==> config.mk <==
export PLATFORM = sky130hd
export DESIGN_NAME = mstc_ctrl
export DESIGN_NICKNAME = d
export VERILOG_FILES = /design/src/mstc_pkg.sv /design/src/mstc_fifo.sv /design/src/mstc_ctrl.sv
export SDC_FILE = /design/constraint.sdc
export NUM_CORES = 1
export LEC_CHECK = 0
export BUFFER_PORTS_ARGS = -buffer_cell sky130_fd_sc_hd__buf_2
export CAP_MARGIN = 20
export CORE_MARGIN = 4
export CORE_UTILIZATION = 50
export CTS_CLUSTER_SIZE = 28
export DETAILED_ROUTE_END_ITERATION = 12
export PLACE_DENSITY_LB_ADDON = 0.3
export SLEW_MARGIN = 40
export SYNTH_ARGS = -nofsm -noshare
export SYNTH_HDL_FRONTEND = slang
export SYNTH_SLANG_ARGS = --single-unit
==> constraint.sdc <==
create_clock -name core_clk -period 7.7 [get_ports core_clk]
set_input_delay 1.54 -clock core_clk [delete_from_list [all_inputs] [get_ports core_clk]]
set_output_delay 1.54 -clock core_clk [all_outputs]
set_load 0.03 [all_outputs]
==> src/mstc_pkg.sv <==
// Purpose: constants for the monitor, signaling and timer control bank
// Assumes: 4-bit register address, 8-bit data, 250 MHz core clock
// Notes: register offsets are shared by read and write at the same index
package mstc_pkg;
	localparam logic [3:0] MSTC_ADDR_ACTIVE = 4'ha;
	localparam logic [3:0] MSTC_ADDR_MFIFO = 4'hb;
	localparam logic [3:0] MSTC_ADDR_SIGTIM = 4'hc;
	localparam logic [3:0] MSTC_ADDR_STATCMD = 4'hd;
	localparam logic [7:0] MSTC_RST_ACTIVE = 8'h00;
	localparam logic [7:0] MSTC_RST_TIMER = 8'h00;
	localparam logic [7:0] MSTC_RST_BWCODE = 8'h01;
	// command bit positions
	localparam int MSTC_CMD_GO = 6;
	localparam int MSTC_CMD_IRQEN = 5;
	localparam int MSTC_CMD_SFLUSH = 4;
	localparam int MSTC_CMD_XFER_HI = 3;
	localparam int MSTC_CMD_XFER_LO = 2;
	localparam int MSTC_CMD_SRCH = 1;
	localparam int MSTC_CMD_MFLUSH = 0;
	// status bit positions
	localparam int MSTC_STAT_BUSY = 7;
	localparam int MSTC_STAT_TIMER = 6;
	localparam int MSTC_STAT_LOCK = 5;
	localparam int MSTC_STAT_XACT = 4;
	localparam int MSTC_STAT_ABORT = 3;
	localparam int MSTC_STAT_ACC = 2;
	localparam int MSTC_STAT_DIR = 1;
	localparam int MSTC_STAT_EMPTY = 0;
	localparam int MSTC_SIG_DEPTH = 9;
	localparam int MSTC_MON_DEPTH = 16;
	// timing
	localparam int MSTC_CLK_MHZ = 250;
	localparam int MSTC_TICK_US = 250;
	localparam int MSTC_LOOK_FIX_US = 125;
	localparam int MSTC_TICK_CYC = MSTC_TICK_US * MSTC_CLK_MHZ;
	localparam int MSTC_LOOK_FIX_CYC = MSTC_LOOK_FIX_US * MSTC_CLK_MHZ;
	localparam int MSTC_FLUSH_MAX = 2;
	localparam logic [7:0] MSTC_SLOT_LAST = 8'h3f;
	localparam logic [2:0] MSTC_BW_FULL = 3'h1;
endpackage : mstc_pkg

==> src/mstc_fifo.sv <==
// Purpose: flop-based fifo with valid/ready on both sides
// Assumes: synchronous flush, single clock
// Notes: full and empty are exact, never speculative
`timescale 1ns/100ps
`default_nettype none
module mstc_fifo #(
	parameter int WIDTH = 8,
	parameter int DEPTH = 16
) (
	input wire logic core_clk,
	input wire logic rstn,
	input wire logic flush,
	input wire logic in_valid,
	output logic in_ready,
	input wire logic [WIDTH-1:0] in_data,
	output logic out_valid,
	input wire logic out_ready,
	output logic [WIDTH-1:0] out_data,
	output logic [$clog2(DEPTH+1)-1:0] level
);
	localparam int AW = $clog2(DEPTH);
	logic [WIDTH-1:0] mem_r [DEPTH];
	logic [WIDTH-1:0] mem_nxt [DEPTH];
	logic [AW-1:0] rd_r, rd_nxt, wr_r, wr_nxt;
	logic [$clog2(DEPTH+1)-1:0] cnt_r, cnt_nxt;
	logic push, pop;

	function automatic logic [AW-1:0] bump(input logic [AW-1:0] p);
		bump = (p == AW'(DEPTH - 1)) ? '0 : p + 1'b1;
	endfunction : bump

	assign in_ready = (cnt_r != ($clog2(DEPTH+1))'(DEPTH));
	assign out_valid = (cnt_r != '0);
	assign out_data = mem_r[rd_r];
	assign level = cnt_r;
	assign push = in_valid && in_ready;
	assign pop = out_valid && out_ready;

	always_comb begin
		mem_nxt = mem_r;
		rd_nxt = rd_r;
		wr_nxt = wr_r;
		cnt_nxt = cnt_r;
		if (flush) begin
			rd_nxt = '0;
			wr_nxt = '0;
			cnt_nxt = '0;
		end else begin
			if (push) begin
				mem_nxt[wr_r] = in_data;
				wr_nxt = bump(wr_r);
			end
			if (pop)
				rd_nxt = bump(rd_r);
			if (push && !pop)
				cnt_nxt = cnt_r + 1'b1;
			else if (pop && !push)
				cnt_nxt = cnt_r - 1'b1;
		end
	end

	always_ff @(posedge core_clk or negedge rstn) begin
		if (!rstn) begin
			for (int i = 0; i < DEPTH; i++)
				mem_r[i] <= '0;
			rd_r <= '0;
			wr_r <= '0;
			cnt_r <= '0;
		end else begin
			mem_r <= mem_nxt;
			rd_r <= rd_nxt;
			wr_r <= wr_nxt;
			cnt_r <= cnt_nxt;
		end
	end
endmodule : mstc_fifo
`default_nettype wire

==> src/mstc_ctrl.sv <==
// Purpose: processor register bank for monitor channel, signaling fifo and timer
// Assumes: host strobes are synchronous to core_clk; line side abstracted to strobes
// Notes: pin-level line inputs pass a two-stage synchroniser
`timescale 1ns/100ps
`default_nettype none
module mstc_ctrl
	import mstc_pkg::*;
(
	input wire logic core_clk,
	input wire logic rstn,
	input wire logic [3:0] reg_addr,
	input wire logic reg_wr,
	input wire logic reg_rd,
	input wire logic [7:0] reg_wdata,
	output logic [7:0] reg_rdata,
	input wire logic operation_mode_bit0,
	input wire logic handshake_protocol_select,
	input wire logic memory_op_busy_in,
	input wire logic frame_match_in,
	input wire logic [2:0] slot_bandwidth_code,
	input wire logic [7:0] slot_byte_in,
	output logic [7:0] slot_bits_out,
	output logic slot_code_illegal,
	input wire logic sig_change_valid,
	input wire logic [6:0] sig_change_slot,
	input wire logic sig_change_is_line,
	input wire logic [5:0] scan_slot,
	input wire logic monitor_handover_bit,
	input wire logic mon_line_ready,
	output logic mon_tx_valid,
	output logic [7:0] mon_tx_byte,
	output logic [7:0] mon_subscriber,
	output logic [1:0] mon_xfer_cmd,
	output logic mon_xfer_hs,
	input wire logic mon_rx_valid,
	input wire logic [7:0] mon_rx_byte,
	input wire logic mon_xfer_done,
	input wire logic mon_remote_abort,
	output logic timer_event,
	output logic last_look_tick
);
	// ---------------------------------------------
	// host strobes and synchronised line levels
	// ---------------------------------------------
	logic [1:0] hs_sync_r, hs_sync_nxt;
	logic [1:0] lock_sync_r, lock_sync_nxt;
	logic wr_cmd, wr_tim, wr_sub, wr_mon, rd_sig, rd_mon;
	logic [7:0] cmd;

	assign wr_cmd = reg_wr && reg_addr == MSTC_ADDR_STATCMD;
	assign wr_tim = reg_wr && reg_addr == MSTC_ADDR_SIGTIM;
	assign wr_sub = reg_wr && reg_addr == MSTC_ADDR_ACTIVE;
	assign wr_mon = reg_wr && reg_addr == MSTC_ADDR_MFIFO;
	assign rd_sig = reg_rd && reg_addr == MSTC_ADDR_SIGTIM;
	assign rd_mon = reg_rd && reg_addr == MSTC_ADDR_MFIFO;
	// the top bit is ignored, so a stray 1 there triggers nothing
	assign cmd = wr_cmd ? {1'b0, reg_wdata[6:0]} : 8'h00;

	always_comb begin
		hs_sync_nxt = {hs_sync_r[0], monitor_handover_bit};
		lock_sync_nxt = {lock_sync_r[0], frame_match_in};
	end

	always_ff @(posedge core_clk or negedge rstn) begin
		if (!rstn) begin
			hs_sync_r <= 2'b11;
			lock_sync_r <= 2'b00;
		end else begin
			hs_sync_r <= hs_sync_nxt;
			lock_sync_r <= lock_sync_nxt;
		end
	end

	// ---------------------------------------------
	// synchronous transfer bit selection
	// ---------------------------------------------
	always_comb begin
		slot_code_illegal = 1'b0;
		unique case (slot_bandwidth_code)
			3'h1: slot_bits_out = slot_byte_in;
			3'h2: slot_bits_out = {4'h0, slot_byte_in[3:0]};
			3'h3: slot_bits_out = {4'h0, slot_byte_in[7:4]};
			3'h4: slot_bits_out = {6'h00, slot_byte_in[1:0]};
			3'h5: slot_bits_out = {6'h00, slot_byte_in[3:2]};
			3'h6: slot_bits_out = {6'h00, slot_byte_in[5:4]};
			3'h7: slot_bits_out = {6'h00, slot_byte_in[7:6]};
			default: begin
				slot_bits_out = 8'h00;
				slot_code_illegal = 1'b1;
			end
		endcase
	end

	// ---------------------------------------------
	// timer and last-look
	// ---------------------------------------------
	logic [7:0] tim_r, tim_nxt;
	logic run_r, run_nxt, irqen_r, irqen_nxt;
	logic [15:0] pre_r, pre_nxt, look_r, look_nxt;
	logic [6:0] cnt_r, cnt_nxt;
	logic tev_r, tev_nxt, llk_r, llk_nxt, tick;

	assign tick = run_r && pre_r == 16'(MSTC_TICK_CYC - 1);

	always_comb begin
		tim_nxt = wr_tim ? reg_wdata : tim_r;
		run_nxt = run_r;
		irqen_nxt = irqen_r;
		pre_nxt = run_r ? (tick ? 16'h0000 : pre_r + 16'h0001) : 16'h0000;
		cnt_nxt = cnt_r;
		tev_nxt = 1'b0;
		if (tick) begin
			cnt_nxt = (cnt_r == tim_r[6:0]) ? 7'h00 : cnt_r + 7'h01;
			tev_nxt = (cnt_r == tim_r[6:0]) && irqen_r;
		end
		if (cmd[MSTC_CMD_GO]) begin
			run_nxt = 1'b1;
			irqen_nxt = cmd[MSTC_CMD_IRQEN];
			pre_nxt = 16'h0000;
			cnt_nxt = 7'h00;
		end
		if (wr_tim || !operation_mode_bit0) begin
			run_nxt = 1'b0;
			pre_nxt = 16'h0000;
			cnt_nxt = 7'h00;
		end
		llk_nxt = 1'b0;
		look_nxt = look_r + 16'h0001;
		if (tim_r[7]) begin
			if (look_r >= 16'(MSTC_LOOK_FIX_CYC - 1)) begin
				look_nxt = 16'h0000;
				llk_nxt = 1'b1;
			end
		end else if (tick && cnt_r == tim_r[6:0]) begin
			look_nxt = 16'h0000;
			llk_nxt = 1'b1;
		end
	end

	always_ff @(posedge core_clk or negedge rstn) begin
		if (!rstn) begin
			tim_r <= MSTC_RST_TIMER;
			run_r <= 1'b0;
			irqen_r <= 1'b0;
			pre_r <= 16'h0000;
			look_r <= 16'h0000;
			cnt_r <= 7'h00;
			tev_r <= 1'b0;
			llk_r <= 1'b0;
		end else begin
			tim_r <= tim_nxt;
			run_r <= run_nxt;
			irqen_r <= irqen_nxt;
			pre_r <= pre_nxt;
			look_r <= look_nxt;
			cnt_r <= cnt_nxt;
			tev_r <= tev_nxt;
			llk_r <= llk_nxt;
		end
	end
	assign timer_event = tev_r;
	assign last_look_tick = llk_r;

	// ---------------------------------------------
	// signaling change fifo
	// ---------------------------------------------
	logic [6:0] sig_addr;
	logic sig_ovalid, sig_flush_r, sig_flush_nxt;
	logic [6:0] sig_odata;
	// line-state changes land on the odd stable-value address
	assign sig_addr = {sig_change_slot[6:1], sig_change_is_line};
	assign sig_flush_nxt = cmd[MSTC_CMD_SFLUSH];

	// flush lands one edge after the write, inside the 2 clock budget
	mstc_fifo #(.WIDTH(7), .DEPTH(MSTC_SIG_DEPTH)) u_sig_fifo (
		.core_clk(core_clk),
		.rstn(rstn),
		.flush(sig_flush_r),
		.in_valid(sig_change_valid),
		.in_ready(),
		.in_data(sig_addr),
		.out_valid(sig_ovalid),
		.out_ready(rd_sig),
		.out_data(sig_odata),
		.level()
	);

	// ---------------------------------------------
	// monitor channel handler
	// ---------------------------------------------
	typedef enum logic [1:0] {MSTC_IDLE, MSTC_XFER, MSTC_SEARCH} mstc_state_e;
	mstc_state_e state_r, state_nxt;
	logic [7:0] sub_r, sub_nxt, act_r, act_nxt;
	logic [1:0] xcmd_r, xcmd_nxt;
	logic srch_r, srch_nxt, abort_r, abort_nxt, dir_r, dir_nxt;
	logic mflush_r, mflush_nxt;
	logic mon_in_valid, mon_out_valid, mon_out_ready;
	logic [7:0] mon_in_data, mon_out_data;
	logic [4:0] mon_level;

	// host fills while writable, line fills while receiving
	assign mon_in_valid = dir_r ? mon_rx_valid : wr_mon;
	assign mon_in_data = dir_r ? mon_rx_byte : reg_wdata;
	assign mon_out_ready = (state_r == MSTC_XFER && !dir_r) ? mon_line_ready : rd_mon;

	mstc_fifo #(.WIDTH(8), .DEPTH(MSTC_MON_DEPTH)) u_mon_fifo (
		.core_clk(core_clk),
		.rstn(rstn),
		.flush(mflush_r),
		.in_valid(mon_in_valid),
		.in_ready(),
		.in_data(mon_in_data),
		.out_valid(mon_out_valid),
		.out_ready(mon_out_ready),
		.out_data(mon_out_data),
		.level(mon_level)
	);

	assign mon_tx_valid = state_r == MSTC_XFER && !dir_r && mon_out_valid;
	assign mon_tx_byte = mon_out_data;
	assign mon_subscriber = sub_r;
	assign mon_xfer_cmd = xcmd_r;
	assign mon_xfer_hs = handshake_protocol_select;

	always_comb begin
		state_nxt = state_r;
		sub_nxt = wr_sub ? reg_wdata : sub_r;
		act_nxt = act_r;
		xcmd_nxt = xcmd_r;
		srch_nxt = srch_r;
		abort_nxt = abort_r;
		dir_nxt = dir_r;
		mflush_nxt = cmd[MSTC_CMD_MFLUSH];
		unique case (state_r)
			MSTC_IDLE: begin
				// once the host has drained received bytes the fifo takes writes again
				if (dir_r && !mon_out_valid)
					dir_nxt = 1'b0;
				if (cmd[MSTC_CMD_XFER_HI:MSTC_CMD_XFER_LO] != 2'b00) begin
					state_nxt = MSTC_XFER;
					xcmd_nxt = cmd[MSTC_CMD_XFER_HI:MSTC_CMD_XFER_LO];
					abort_nxt = 1'b0;
				end else if (cmd[MSTC_CMD_SRCH]) begin
					state_nxt = MSTC_SEARCH;
					srch_nxt = 1'b1;
				end
			end
			MSTC_XFER: begin
				if (mon_remote_abort && handshake_protocol_select)
					abort_nxt = 1'b1;
				if (xcmd_r[1] && !mon_out_valid)
					dir_nxt = 1'b1;
				if (mon_xfer_done || mon_remote_abort) begin
					state_nxt = MSTC_IDLE;
					xcmd_nxt = 2'b00;
				end
			end
			MSTC_SEARCH: begin
				if (!hs_sync_r[1]) begin
					act_nxt = {2'b00, scan_slot};
					srch_nxt = 1'b0;
					state_nxt = MSTC_IDLE;
				end else if (!operation_mode_bit0) begin
					srch_nxt = 1'b0;
					state_nxt = MSTC_IDLE;
				end
			end
			default: state_nxt = MSTC_IDLE;
		endcase
		if (mflush_r) begin
			dir_nxt = 1'b0;
			if (state_r == MSTC_XFER) begin
				state_nxt = MSTC_IDLE;
				xcmd_nxt = 2'b00;
				abort_nxt = 1'b1;
			end
		end
	end

	always_ff @(posedge core_clk or negedge rstn) begin
		if (!rstn) begin
			state_r <= MSTC_IDLE;
			sub_r <= 8'h00;
			act_r <= MSTC_RST_ACTIVE;
			xcmd_r <= 2'b00;
			srch_r <= 1'b0;
			abort_r <= 1'b0;
			dir_r <= 1'b0;
			mflush_r <= 1'b0;
			sig_flush_r <= 1'b0;
		end else begin
			state_r <= state_nxt;
			sub_r <= sub_nxt;
			act_r <= act_nxt;
			xcmd_r <= xcmd_nxt;
			srch_r <= srch_nxt;
			abort_r <= abort_nxt;
			dir_r <= dir_nxt;
			mflush_r <= mflush_nxt;
			sig_flush_r <= sig_flush_nxt;
		end
	end

	// ---------------------------------------------
	// read data
	// ---------------------------------------------
	logic [7:0] status;
	always_comb begin
		status = 8'h00;
		status[MSTC_STAT_BUSY] = memory_op_busy_in;
		status[MSTC_STAT_TIMER] = run_r;
		status[MSTC_STAT_LOCK] = lock_sync_r[1] && operation_mode_bit0;
		status[MSTC_STAT_XACT] = state_r == MSTC_XFER;
		status[MSTC_STAT_ABORT] = abort_r;
		status[MSTC_STAT_ACC] = state_r != MSTC_XFER;
		status[MSTC_STAT_DIR] = dir_r;
		status[MSTC_STAT_EMPTY] = mon_level == 5'h00;
		unique case (reg_addr)
			MSTC_ADDR_ACTIVE: reg_rdata = {1'b0, srch_r, act_r[5:0]};
			MSTC_ADDR_MFIFO: reg_rdata = mon_out_data;
			MSTC_ADDR_SIGTIM: reg_rdata = {sig_ovalid, sig_ovalid ? sig_odata : 7'h00};
			MSTC_ADDR_STATCMD: reg_rdata = status;
			default: reg_rdata = 8'h00;
		endcase
	end
endmodule : mstc_ctrl
`default_nettype wire

Yosys cells after proc, flatten, opt, wreduce, memory -nomap -nowiden
Index checks and enable logic that the tools add are counted.
{"block": "op_classes", "n_div": 0, "n_lt_le_gt_ge": 7, "eq_ne": 27, "muxes": 82, "reduce_logical": 55, "n_mul": 0, "n_shift": 0, "bitwise": 7, "addsub": 11}
{"op": "128-bit bitwise mux", "n": 1}
{"op": "16-bit two-way mux", "n": 7}
{"op": "63-bit bitwise mux", "n": 1}
{"op": "7-bit two-way mux", "n": 9}
{"op": "4-bit two-way mux", "n": 15}
{"op": "8-bit one-hot mux with 7 select lines", "n": 1}
{"op": "16-bit by 1-bit adder with 16-bit output (second input constant)", "n": 2}
{"op": "8-bit binary-select mux with 4-bit select", "n": 1}
{"op": "8-bit demux with 4-bit select", "n": 1}
{"op": "4-bit equality test (second input constant)", "n": 8}
{"op": "8-bit two-way mux", "n": 4}
{"op": "8-bit one-hot mux with 4 select lines", "n": 1}
{"op": "7-bit binary-select mux with 4-bit select", "n": 1}
{"op": "7-bit demux with 4-bit select", "n": 1}
{"op": "1-bit logical AND", "n": 25}
{"op": "2-bit two-way mux", "n": 11}
{"op": "4-bit by 1-bit adder with 4-bit output (second input constant)", "n": 5}
{"op": "5-bit >= comparator (second input constant)", "n": 4}
{"op": "1-bit two-way mux", "n": 20}
{"op": "4-bit inverter with 5-bit output", "n": 4}
{"op": "16-bit equality test (second input constant)", "n": 1}
{"op": "16-bit by 15-bit >= comparator with 1-bit output (second input constant)", "n": 1}
{"op": "5-bit two-way mux", "n": 3}
{"op": "2-bit nonzero test", "n": 7}
{"op": "other kinds (32)", "n": 55}
{"block": "word_totals", "regBits": 294, "inputBits": 59, "latch_bits": 0, "memories": 0, "output_inout_bits": 39, "romBits": 0, "ram_bits": 0, "elab_cells": 239}

Longest topological paths before layout
{"block": "logic_depth", "ltp_word": 9, "ltp_mapped": 11, "depth_no_buf": 10}

Cells and area by module
A second synthesis with hierarchy kept.
{"block": "unflattened", "hier_cells": 1152, "hier_area_um2": 14821.7}
{"module": "mstc_fifo at u_mon_fifo", "area_per_inst_um2": 6725.2, "instances": 1, "cells_per_inst": 449}
{"module": "mstc_ctrl", "area_per_inst_um2": 4239.1, "instances": 1, "cells_per_inst": 420}
{"module": "mstc_fifo at u_sig_fifo", "area_per_inst_um2": 3857.4, "instances": 1, "cells_per_inst": 283}

Least setup slack after synthesis
No wires, ideal clock.
{"block": "synth_path", "path_type": "input to output", "from": "in reg_addr[1]", "to": "out reg_rdata[1]", "path_buffers": 0, "cell_stages": 5, "setup_slack_ns": 3.228, "t_arrival_ns": 2.932, "path_cell_list": "nand3b_1 -> nor4_1 -> a22oi_1 -> o21ai_0 -> a221o_1"}
{"block": "synth_between", "elab_chain_len": 2}
{"item": "start, declared", "line": "mstc_ctrl.sv:11", "text": "input wire logic [3:0] reg_addr,"}
{"item": "4-bit equality test", "line": "mstc_ctrl.sv:318", "text": "unique case (reg_addr)"}
{"item": "8-bit one-hot mux with 4 select lines *", "line": "mstc_ctrl.sv:318"}
{"item": "end, declared", "line": "mstc_ctrl.sv:15", "text": "output logic [7:0] reg_rdata,"}
Every way passes the cells marked *; elsewhere a longest branch is shown, timed or not.

Final worst setup path
{"block": "layout_path", "from": "in reg_addr[3]", "to": "out reg_rdata[2]"}
The elaborated chain is that of the path after synthesis.

==> summary.md <==
| Metric | Value |
|---|---|
| Status | `finished clean` |
| Initial DRC count | `718` |
| Synth Area in XOR/XNOR | `0.02570` |
| Total track usage | `0.2203` |
| CTS tree | `built` |
| Worst EP required | `6.16 ns` |
| Worst Path Max Fanout | `13` |
| Avg WL per Cell | `19.23 um` |
| Post-DP HPWL | `23320 um` |
| Layout cells sized above 1 | `0.2260` |
| Simple-Gate Fraction of Synth Area | `0.1423` |
| Final ANT Viol Nets | `0` |
| TritonCTS Buffers | `34` |
| Distinct cells, synth | `69` |
| Io pins | `98` |
| Row cnt | `61` |
| Hold path start | `hs_sync_r[0]$_DFF_PN1_` |
| Most frequent cell after synthesis | `dfrtp_1` |
| Setup Buffers After CTS | `0` |
| Core area | `28010 um^2` |
| Port Buffers | `96` |
| Mux contribution to synthesized area | `0.1641` |
| Mapped Area | `14310 um^2` |
| Placed cell area | `15170 um^2` |
| Initial core utilization | `0.5109` |
| DIE WIDTH | `177.2 um` |
| Synth top cells by count | `292 x dfrtp_1, 196 x nand2_1, 158 x o21ai_0` |
| Post-synth top area cell | `dfrtp_1` |
| Met1 Wirelength | `15180 um` |
| Predominant post-synthesis flop cell | `dfrtp_1` |
| Vias per cell | `5.893` |
| # setup viols final | `0` |
| Post-synthesis adder-cell area fraction | `0.02203` |
| Syn Nets | `1390` |
| Most used cell along the critical path | `buf_2` |
| Worst setup path class | `primary input to output port` |
| Routed vias | `10530` |
| MaxCap Viol Count | `0` |
| HP Class | `flip-flop to flip-flop` |
| Final period util | `0.6438` |
| H-tree depth | `2` |
| Reg2Reg Setup Slack | `3.83 ns` |
| Drt first pass iters | `5` |
| Cell Chain, Critical Path | `buf_2, nand3b_1, nor4_2, a22oi_1, o2111ai_1, buf_2` |
| DR WL met2 | `15900 um` |
| Fin util | `0.5795` |
| Hold Buf Count CTS | `0` |
| # DRC | `0` |
| Synthesis-stage register bit count | `294` |
| Clk_lat worst skew | `0.51 ns` |
| Chip Height | `177.2 um` |
| Worst reg2reg startpoint | `dir_r$_DFFE_PN0P_` |
| Post-Syn Instances | `1307` |
| Fin. max-slew vios | `0` |
| Filler-free cell count of the finished design | `1787` |
| Highest Signal Layer | `met5` |
| Met3 WL post-DR | `2129 um` |
| Compound-Gate Fraction of Synth Area | `0.1042` |
| Gr ovfl total | `0` |
| Warnings from Yosys | `0` |
| Top post-synthesis cells by area | `dfrtp_1 51%, mux2_2 7.6%, mux4_2 7.2%` |
| Slowest stage delay, CP | `0.69 ns` |
| Final WL | `34360 um` |
| Share of flip-flops with an asynchronous set or reset | `1.000` |
| WHS Path Cells | `0` |
| Pin count of the biggest net entering global routing | `96` |
| Unrepaired setup endpoints after global routing | `false` |
| Syn_area_per_cell | `10.95 um^2` |
| Number of flops mapped to enable cells by yosys | `0` |
| Largest family of logic cells by synthesized area | `multiplexers` |
| Worst vdd ir | `161.4 uV` |
| Clock sink total | `294` |
| Max frequency | `201.7 MHz` |
| CP Capture Type | `output port` |
| Leakage | `7.210 nW` |
| Synth top area share | `0.5106` |
| Fin area | `16230 um^2` |
| Vias in the first global route | `10210` |
| Root buf cell | `clkbuf_16` |
| CP Data Arrival Time | `3.42 ns` |
| P per Cell Area | `331.3 nW/um^2` |
| Sequential-to-total area share from yosys stat | `0.5143` |
| First-pass GRT wire length | `55230 um` |
| Final Hold Viols | `0` |
| Post-CTS Resized | `0` |
| Clock Skews | `0.01457 ns` |
| Sum of negative setup slack | `0 ns` |
| Initial antenna violation count | `1` |
| Slowest stage cell, crit path | `nor4_2` |
| Post-layout min period | `4.957 ns` |
| Clock Path Buffers | `3` |
| Worst-margin pin slew | `0.8353 ns` |
| Inst Count DP | `1727` |
| Type of origin of the critical path | `primary input` |
| Synth-to-layout area growth | `13.42%` |
| Worst Setup SP | `reg_addr[3]` |
| Overall power | `5.377 mW` |
| Layout Nets | `1468` |
| Die ar. | `31390 um^2` |
| Final Wtd Congestion | `0.8534` |
| Worst slew margin | `0.4385` |
| CTS clk-pin slew, worst paths | `0.06 ns` |
| R2R cell count | `10` |
## worst max-delay path: cells and delay by family
kind	cells	cell delay, ns
AND/OR/NAND/NOR	2	0.94
buffers and inverters	2	0.50
AO/OA/AOI/OAI	2	0.44
## placed cells by master (no fill, tap or decap), drive strengths merged, types with 7 or more instances in the layout
cell type	instances
a21oi	50
and3	17
buf	112
clkbuf	49
dfrtp	292
ha	22
inv	24
mux2	97
mux2i	22
mux4	46
nand2	196
nand3	35
nand4	22
nand4b	7
nor2	71
nor2b	13
nor3	14
nor3b	8
nor4	9
o21ai	159
xnor2	10
xor2	32
## power breakdown
part / switching, mW / internal, mW / leakage (nW)
registers: 0.310 / 1.93 / 3.85
clock network: 0.608 / 0.907 / 0.510
logic: 0.862 / 0.755 / 2.85
total: 1.78 / 3.60 / 7.21
## routing by layer
metal | up-vias | global-route usage
li1 | 4862 | -
met1 | 5277 | 0.3179
met5 | - | 0
met4 | 2 | 0.07576
met2 | 325 | 0.3420
met3 | 64 | 0.03696
## kinds of logic after synthesis
logic type,after synthesis
mux,165
xor+xnor,42
flops,294
compound gates,264
buf+inv,94
simple gates,424
fa+ha+maj,24
## flip-flops by register name, summed over array words and instances (netlist names), 5 cells and up
register	cells
u_sig_fifo.mem_r	63
act_r	6
pre_r	16
tim_r	8
look_r	16
cnt_r	7
u_mon_fifo.level	5
u_mon_fifo.mem_r	128
mon_subscriber	8
## layout make-up
class	instances	area, um^2
fill	2315	11780
sequential	294	7362
multi-input combinational	919	6591
clock buffer	49	968.4
timing repair buffer	112	663.1
tap	378	473.0
inverter	24	90.09
clock inverter	9	78.83
antenna	2	5.005
## path summary, 6_finish.rpt
| check | endpoint |
|---|---|
| max | reg_rdata[2] |
| min reg2reg | hs_sync_r[1]$_DFF_PN1_ |
| min in group asynchronous | u_mon_fifo.mem_r[46]$_DFFE_PN0P_ |
| min | hs_sync_r[1]$_DFF_PN1_ |
| max in group asynchronous | lock_sync_r[0]$_DFF_PN0_ |
| max reg2reg | u_mon_fifo.level[4]$_DFFE_PN0P_ |
## per-stage QoR
stage | hold WS (ns) | worst slack [ns]
4_1_cts | 0.3592 | 2.653
2_1_floorplan | 0.3312 | 3.228
3_3_place_gp | 0.3475 | 2.460
5_1_grt | 0.3655 | 2.654
3_5_place_dp | 0.3513 | 2.665
6_report | 0.3589 | 2.743
Note: power is estimated with default switching activity, not from simulation.
